### config.mk
export PLATFORM = sky130hd
export DESIGN_NAME = ocd_core
export DESIGN_NICKNAME = d
export VERILOG_FILES = /design/src/common/ocd_pkg.sv /design/src/common/ocd_filt_if.sv /design/src/ocd_filter.sv /design/src/ocd_core.sv
export VERILOG_INCLUDE_DIRS = /design/src /design/src/common
export SDC_FILE = /design/constraint.sdc
export NUM_CORES = 1
export LEC_CHECK = 0
export ABC_AREA = 0
export BUFFER_PORTS_ARGS = -buffer_cell sky130_fd_sc_hd__buf_4
export CAP_MARGIN = 20
export CORE_MARGIN = 2
export CORE_UTILIZATION = 57
export CTS_BUF_LIST = sky130_fd_sc_hd__clkbuf_2 sky130_fd_sc_hd__clkbuf_4 sky130_fd_sc_hd__clkbuf_8
export DETAILED_ROUTE_END_ITERATION = 12
export GPL_TIMING_DRIVEN = 0
export PLACE_DENSITY_LB_ADDON = 0.12
export SYNTH_ARGS = -nofsm -noshare
export SYNTH_HDL_FRONTEND = slang
export SYNTH_SLANG_ARGS = --single-unit
### constraint.sdc
create_clock -name i_clk_sys -period 2.05 [get_ports i_clk_sys]
set_clock_uncertainty 0.05 [all_clocks]
set_input_delay 0.41 -clock i_clk_sys [delete_from_list [all_inputs] [get_ports i_clk_sys]]
set_output_delay 0.41 -clock i_clk_sys [all_outputs]
set_load 0.05 [all_outputs]
### src/common/ocd_consts.svh
// constants for the over-current latch and power-up diagnosis block
// assumes a 100 MHz system clock; included by the filter and the core
`ifndef OCD_CONSTS_SVH
`define OCD_CONSTS_SVH
`define OCD_CLK_MHZ 100
`define OCD_FILT_NS 1000
`define OCD_FILT_CYC ((`OCD_FILT_NS * `OCD_CLK_MHZ) / 1000)
`define OCD_SETTLE_CYC 16
`define OCD_RETRY_CYC 30000000
`define OCD_NUM_OC 8
`define OCD_NUM_DET 6
`endif

### src/common/ocd_pkg.sv
// types for the over-current latch and diagnosis block
// shared by the top module and the filter leaf
package ocd_pkg;
  // gray sequence along the power-up path
  typedef enum logic [2:0] {
    OCD_FAULT_FLAG_PIN_T1 = 3'b000,
    OCD_FAULT_FLAG_PIN_T2 = 3'b001,
    OCD_FAULT_FLAG_PIN_T3 = 3'b011,
    OCD_RUN = 3'b010,
    OCD_TRIP = 3'b110,
    OCD_FAIL = 3'b111
  } ocd_state_t;
endpackage

### src/common/ocd_filt_if.sv
// carrier between the top and the qualification filter
// one clock domain, same clock as the top
`timescale 1ns/100ps
interface ocd_filt_if;
  logic [7:0] raw;
  logic armed;
  logic [7:0] hit;
  modport top (output raw, output armed, input hit);
  modport filt (input raw, input armed, output hit);
endinterface

### src/ocd_filter.sv
// short-circuit qualification filter, one counter per detector
// inputs are already synchronised by the top
`timescale 1ns/100ps
`include "ocd_consts.svh"
module ocd_filter
  import ocd_pkg::*;
#(
  parameter int FILT_CYC = `OCD_FILT_CYC
)
(
  input wire logic i_clk_sys,
  input wire logic i_reset,
  ocd_filt_if.filt f
);
  logic [7:0][7:0] cnt;
  logic [7:0][7:0] next_cnt;
  logic [7:0] next_hit;
  // count while current stays above threshold; any dip restarts (noise reject)
  always_comb
  begin
    for (int i = 0; i < 8; i++)
    begin
      next_cnt[i] = cnt[i];
      next_hit[i] = 1'b0;
      if (!f.armed || !f.raw[i])
        next_cnt[i] = 8'h00;
      else if (cnt[i] == 8'(FILT_CYC - 1))
        next_hit[i] = 1'b1;
      else
        next_cnt[i] = cnt[i] + 8'h01;
    end
  end
  always_ff @(posedge i_clk_sys)
  begin
    if (i_reset)
    begin
      cnt <= '0;
      f.hit <= '0;
    end
    else
    begin
      cnt <= next_cnt;
      f.hit <= next_hit;
    end
  end
endmodule

### src/ocd_core.sv
// over-current latch, fault pin control and power-up comparator check
// pins are asynchronous and pass a three-stage synchroniser
`timescale 1ns/100ps
`include "ocd_consts.svh"
module ocd_core
  import ocd_pkg::*;
#(
  parameter int FILT_CYC = `OCD_FILT_CYC,
  parameter int SETTLE_CYC = `OCD_SETTLE_CYC,
  parameter int RETRY_CYC = `OCD_RETRY_CYC
)
(
  input wire logic i_clk_sys,
  input wire logic i_reset,
  input wire logic i_run_gate_pin,
  input wire logic i_run_gate_inverted_pin,
  input wire logic [7:0] i_oc_raw,
  input wire logic [5:0] i_det_raw,
  input wire logic i_mode_auto,
  input wire logic i_spi_cancel,
  output logic o_fault_flag_pin,
  output logic o_drive_enable,
  output logic [5:0] o_thr_fault_flag_pin,
  output logic [7:0] o_oc_flag,
  output logic o_fault_flag_pin_fail
);
  ocd_filt_if fi();
  ocd_state_t state;
  ocd_state_t next_state;
  logic [2:0] s_en;
  logic [2:0] s_enb;
  logic [2:0][7:0] s_oc;
  logic [2:0][5:0] s_det;
  logic [7:0] settle;
  logic [7:0] next_settle;
  logic [7:0] next_oc_flag;
  logic next_fault;
  logic next_fail;
  logic en_rise;
  logic en_fall;
  logic enb_rise;
  logic enb_fall;
  logic restart;
  logic release_fault;
  logic en_lvl;
  logic enb_lvl;
  logic [7:0] oc_lvl;
  logic next_en_lvl;
  logic next_enb_lvl;
  logic [7:0] next_oc_lvl;
  logic [24:0] retry;
  logic [24:0] next_retry;
  // three-stage synchronisers; stage 0 feeds only stage 1
  always_ff @(posedge i_clk_sys)
  begin
    if (i_reset)
    begin
      // reset to the idle pin levels so no false edge follows reset
      s_en <= 3'h7;
      s_enb <= 3'h0;
      s_oc <= '0;
      s_det <= '0;
      en_lvl <= 1'b1;
      enb_lvl <= 1'b0;
      oc_lvl <= 8'h00;
    end
    else
    begin
      s_en <= {s_en[1:0], i_run_gate_pin};
      s_enb <= {s_enb[1:0], i_run_gate_inverted_pin};
      s_oc <= {s_oc[1:0], i_oc_raw};
      s_det <= {s_det[1:0], i_det_raw};
      en_lvl <= next_en_lvl;
      enb_lvl <= next_enb_lvl;
      oc_lvl <= next_oc_lvl;
    end
  end
  // a level moves only once stages 1 and 2 agree; a one-stage blip is held off
  always_comb
  begin
    next_en_lvl = (s_en[1] == s_en[2]) ? s_en[2] : en_lvl;
    next_enb_lvl = (s_enb[1] == s_enb[2]) ? s_enb[2] : enb_lvl;
    next_oc_lvl = (s_oc[1] & s_oc[2]) | (oc_lvl & (s_oc[1] | s_oc[2]));
  end
  // edges are changes of the agreed level
  assign en_rise = next_en_lvl && !en_lvl;
  assign en_fall = !next_en_lvl && en_lvl;
  assign enb_rise = next_enb_lvl && !enb_lvl;
  assign enb_fall = !next_enb_lvl && enb_lvl;
  assign restart = en_fall || enb_rise || i_spi_cancel;
  assign release_fault = en_rise || enb_fall;
  // filter armed only while running so a held trip cannot retrigger
  assign fi.raw = oc_lvl;
  assign fi.armed = (state == OCD_RUN);
  ocd_filter #(
    .FILT_CYC(FILT_CYC)
  ) u_filt (
    .i_clk_sys(i_clk_sys),
    .i_reset(i_reset),
    .f(fi.filt)
  );
  // power-up check, trip latch and fault pin
  always_comb
  begin
    next_state = state;
    next_settle = settle;
    next_oc_flag = o_oc_flag;
    next_fault = o_fault_flag_pin;
    next_fail = o_fault_flag_pin_fail;
    next_retry = 25'h000_0000;
    case (state)
      OCD_FAULT_FLAG_PIN_T1, OCD_FAULT_FLAG_PIN_T2, OCD_FAULT_FLAG_PIN_T3:
      begin
        next_fault = 1'b0;
        if (settle == 8'(SETTLE_CYC - 1))
        begin
          next_settle = 8'h00;
          // T1 threshold normal, T2 diagnostic, T3 normal again; both stages must agree
          if (state == OCD_FAULT_FLAG_PIN_T2 ? (s_det[1] != 6'h3f || s_det[2] != 6'h3f)
              : (s_det[1] != 6'h00 || s_det[2] != 6'h00))
            next_fail = 1'b1;
          if (state == OCD_FAULT_FLAG_PIN_T1)
            next_state = OCD_FAULT_FLAG_PIN_T2;
          else if (state == OCD_FAULT_FLAG_PIN_T2)
            next_state = OCD_FAULT_FLAG_PIN_T3;
          else if (next_fail)
            next_state = OCD_FAIL;
          else
          begin
            next_state = OCD_RUN;
            next_fault = 1'b1;
          end
        end
        else
          next_settle = settle + 8'h01;
      end
      OCD_RUN:
      begin
        if (fi.hit != 8'h00)
        begin
          // lowest index wins on a tie; later ones are locked out
          next_oc_flag = fi.hit & (~fi.hit + 8'h01);
          next_fault = 1'b0;
          next_state = OCD_TRIP;
        end
      end
      OCD_TRIP:
      begin
        // latch mode waits for a pulse; automatic mode retries after a hold-off
        if (restart)
        begin
          next_state = OCD_RUN;
          next_oc_flag = 8'h00;
        end
        else if (i_mode_auto && retry == 25'(RETRY_CYC - 1))
        begin
          next_state = OCD_RUN;
          next_oc_flag = 8'h00;
        end
        else if (i_mode_auto)
          next_retry = retry + 25'h000_0001;
      end
      default:
        next_fault = 1'b0;
    endcase
    if (release_fault && state != OCD_FAIL && !(state == OCD_RUN && fi.hit != 8'h00)
        && state != OCD_FAULT_FLAG_PIN_T1 && state != OCD_FAULT_FLAG_PIN_T2 && state != OCD_FAULT_FLAG_PIN_T3)
      next_fault = 1'b1;
  end
  always_ff @(posedge i_clk_sys)
  begin
    if (i_reset)
    begin
      state <= OCD_FAULT_FLAG_PIN_T1;
      settle <= 8'h00;
      o_oc_flag <= 8'h00;
      o_fault_flag_pin <= 1'b0;
      o_fault_flag_pin_fail <= 1'b0;
      retry <= 25'h000_0000;
    end
    else
    begin
      state <= next_state;
      settle <= next_settle;
      o_oc_flag <= next_oc_flag;
      o_fault_flag_pin <= next_fault;
      o_fault_flag_pin_fail <= next_fail;
      retry <= next_retry;
    end
  end
  // all drivers off outside run, thresholds high only in the middle test
  assign o_drive_enable = (state == OCD_RUN);
  assign o_thr_fault_flag_pin = (state == OCD_FAULT_FLAG_PIN_T2) ? 6'h3f : 6'h00;
endmodule

==> impl_metrics.toml <==
[clock_network]
insertion_delay_ns = 0.46
cts-htree-levels = 4
clock-sinks = 176
cts_tree = "built"
cts_buffers = 17
clk_pin_slew_worst_paths_ns = 0.09
cts_buffer_depth = 2
postCtsHoldBufs = 0
clockRootBuffer = "clkbuf_8"

[worst_setup_path]
startpoint_type = "flip-flop"
crit_chain = "or3b_4 -> inv_4 -> buf_4 -> buf_8"
critical-path-slowest-cell = "or3b_4"
slowest_delay_ns = 0.41
end_kind = "output pin"
arrival_ns = 1.57
critPathTopFamily = "simple AND/OR/NAND/NOR gates"
worst-path-buf-inv = 3
crit_required_ns = 1.59
critPathMaxFanout = 6
timing_worst_setup_path_type = "reg -> out"

[logic_synthesis]
synth_top_cell_area_share_pct = 52.5
postSynthAreaPerCell_um2 = 9.33
seq_area_frac_synth_pct = 52.5
syn-cell-area_um2 = 6710
yosys_register_bits = 176
synth_ff_type = "dfxtp_1"
async_flop_share_pct = 0
postSynthNetCount = 749
yosysWarnings = 0
syn_inst = 719
synth_edf_count = 0
synth_area_leaders = "dfxtp_1, nor2_1, xor2_1"
synthDistinctLibCells = 47
yosysTopAreaCell = "dfxtp_1"

[die]
io_pins = 37
die_w_um = 112
rows = 39
core-area_um2 = 11500
die_h_um = 112
start_util_pct = 58.5
die_area_um2 = 12700

[route]
vias_per_cell = 5.38
vias = 5032
routed_wl_mm = 12.7
drc = 0
antenna_left = 0
drt-initial-drc-count = 255
wire_per_inst_um = 13.6
firstDrtPassIters = 4

[timing]
slew_viol_final = 0
slew_headroom_pct = 55.8
finalCriticalPeriod_ns = 2.03
hold_viol_final = 0
worstMarginPinSlew_ns = 0.662
setup_violations = 0
rsz0062_at_grt = "true"
clock.fmax_ghz = 0.493
post-route-period-util_pct = 98.9

[placement]
place_congestion = 0.819
port_buffers = 35
place_hpwl_mm = 8.95

[finish]
drive_gt1_share_pct = 13.0
fin_nets = 810
postLayoutCoreUtil_pct = 67.7
area_delta_synth_final_pct = 15.8
final_common_cell = "dfxtp_1"
diodes = 0
final_cell_mix = "dfxtp_1, nor2_1, nand3_1"

[min_path]
hp-class = "in -> reg"

[global_route]
grt_pass1_wl_mm = 21.6
antenna_found_initial = 0
grtUsageTotal_pct = 21.2
grt_overflow_total = 0
grt_max_degree = 17
grt_pass1_vias = 4856

[pwr]
power_mw = 6.28
powerDensity_nw_per_um2 = 809
p_leak_nw = 2.81
vdd_drop_max_mv = 0.793

[status]
status = "completed"

[flow_run]
drv_cap = 0
==> metal layers <==
metal | track usage (%) | part of all wire [%] | up-vias
met4 | 8.13 | 1.7 | 0
met2 | 36.5 | 49 | 72
met1 | 25.4 | 46 | 2381
li1 | - | - | 2558
met5 | 0 | 0 | -
met3 | 5.51 | 3.5 | 21
==> final timing paths <==
check                                     from                 endpoint  slack (ns)  depth (start not counted)
worst min register to register         s_en[0]                  s_en[1]        0.37                          1
worst min-delay path            i_run_gate_pin                  s_en[0]        0.09                          2
worst max-delay path                  state[0]  o_thr_fault_flag_pin[1]        0.02                          4
worst max register to register        state[0]                 state[2]        0.07                          5
==> layout make-up <==
type	instances	area, µm²
Fill cell	944	3700
Tap cell	143	179
Inverter	7	28.8
Sequential cell	176	3530
Timing Repair Buffer	43	364
Clock buffer	19	262
Buffer	18	97.6
Clock inverter	13	195
Multi-Input combinational cell	517	3110
==> Yosys cell counts, types with 2 or more instances <==
library cell,number
nand2_1,53
nand3b_1,2
nor2_1,124
nor2b_1,45
mux2i_1,9
and3_1,10
buf_4,5
nor4_1,9
a21oi_1,21
nor4b_1,2
o22ai_1,2
nand4b_1,2
nor3_2,2
dfxtp_1,176
or3_1,6
nand3_1,56
xnor2_1,33
nand4bb_1,7
nand4_1,15
xor2_1,47
or4_1,3
or2_2,3
buf_2,2
and4_1,3
o32ai_1,2
ha_1,10
o21ai_0,22
nand2b_1,3
inv_1,6
nor3_1,13
clkbuf_1,10
==> through the flow <==
stage | hold slack [ns] | setup slack, ns | instances | area (µm²) | setup TNS, ns
after global placement | 0.346 | -0.317 | 897 | 7150 | -16.20
after floorplan | 0.339 | 0.117 | 719 | 6710 | 0
final | 0.0936 | 0.0216 | 936 | 7760 | 0
after detailed placement | 0.348 | -0.314 | 897 | 7150 | -17.73
after global routing | 0.0661 | -0.0354 | 936 | 7760 | -0.220
after CTS | 0.0777 | 0.000902 | 935 | 7720 | 0
==> where the power goes <==
| group | internal, mW | switching [mW] | leakage (nW) | total [mW] |
|---|---|---|---|---|
| Sequential | 3.46 | 0.0219 | 1.43 | 3.48 |
| Combinational | 0.0596 | 0.0580 | 1.15 | 0.118 |
| Clock | 1.42 | 1.27 | 0.233 | 2.69 |
==> state kept, by name, indices dropped and copies added (netlist names), 3 cells and up <==
name          count
o_oc_flag         8
fi.raw            8
s_det            18
retry            25
u_filt.cnt       64
s_oc             24
state             3
s_en              3
u_filt.f.hit      8
settle            8
s_enb             3
==> logic make-up (layout without fill, tap and decap cells) <==
kind of cell | Yosys count | count (layout) | share of synthesized area (%)
AOI/OAI and AO/OA | 54 | 54 | 4.64
adders and majority gates | 10 | 10 | 1.87
muxes | 9 | 9 | 1.34
xor gates and xnor gates | 80 | 80 | 10.4
and+or+nand+nor | 364 | 364 | 27.3
DFF | 176 | 176 | 52.5
buffers and inverters | 26 | 100 | 1.88
==> worst reg2reg max path, delay by kind of cell, from the launching register on <==
kind / cells / cell delay, ns
AOI/OAI and AO/OA: 3 / 0.49
and+or+nand+nor: 2 / 0.97
DFF: 1 / 0.37
==> repair_timing <==
action,4_1_cts,5_1_grt
pin swaps,2,2
gates resized for setup,24,13
setup endpoints to repair,108,34
gates cloned,0,0
setup buffers,7,1
(Power assumes the default switching activity.)
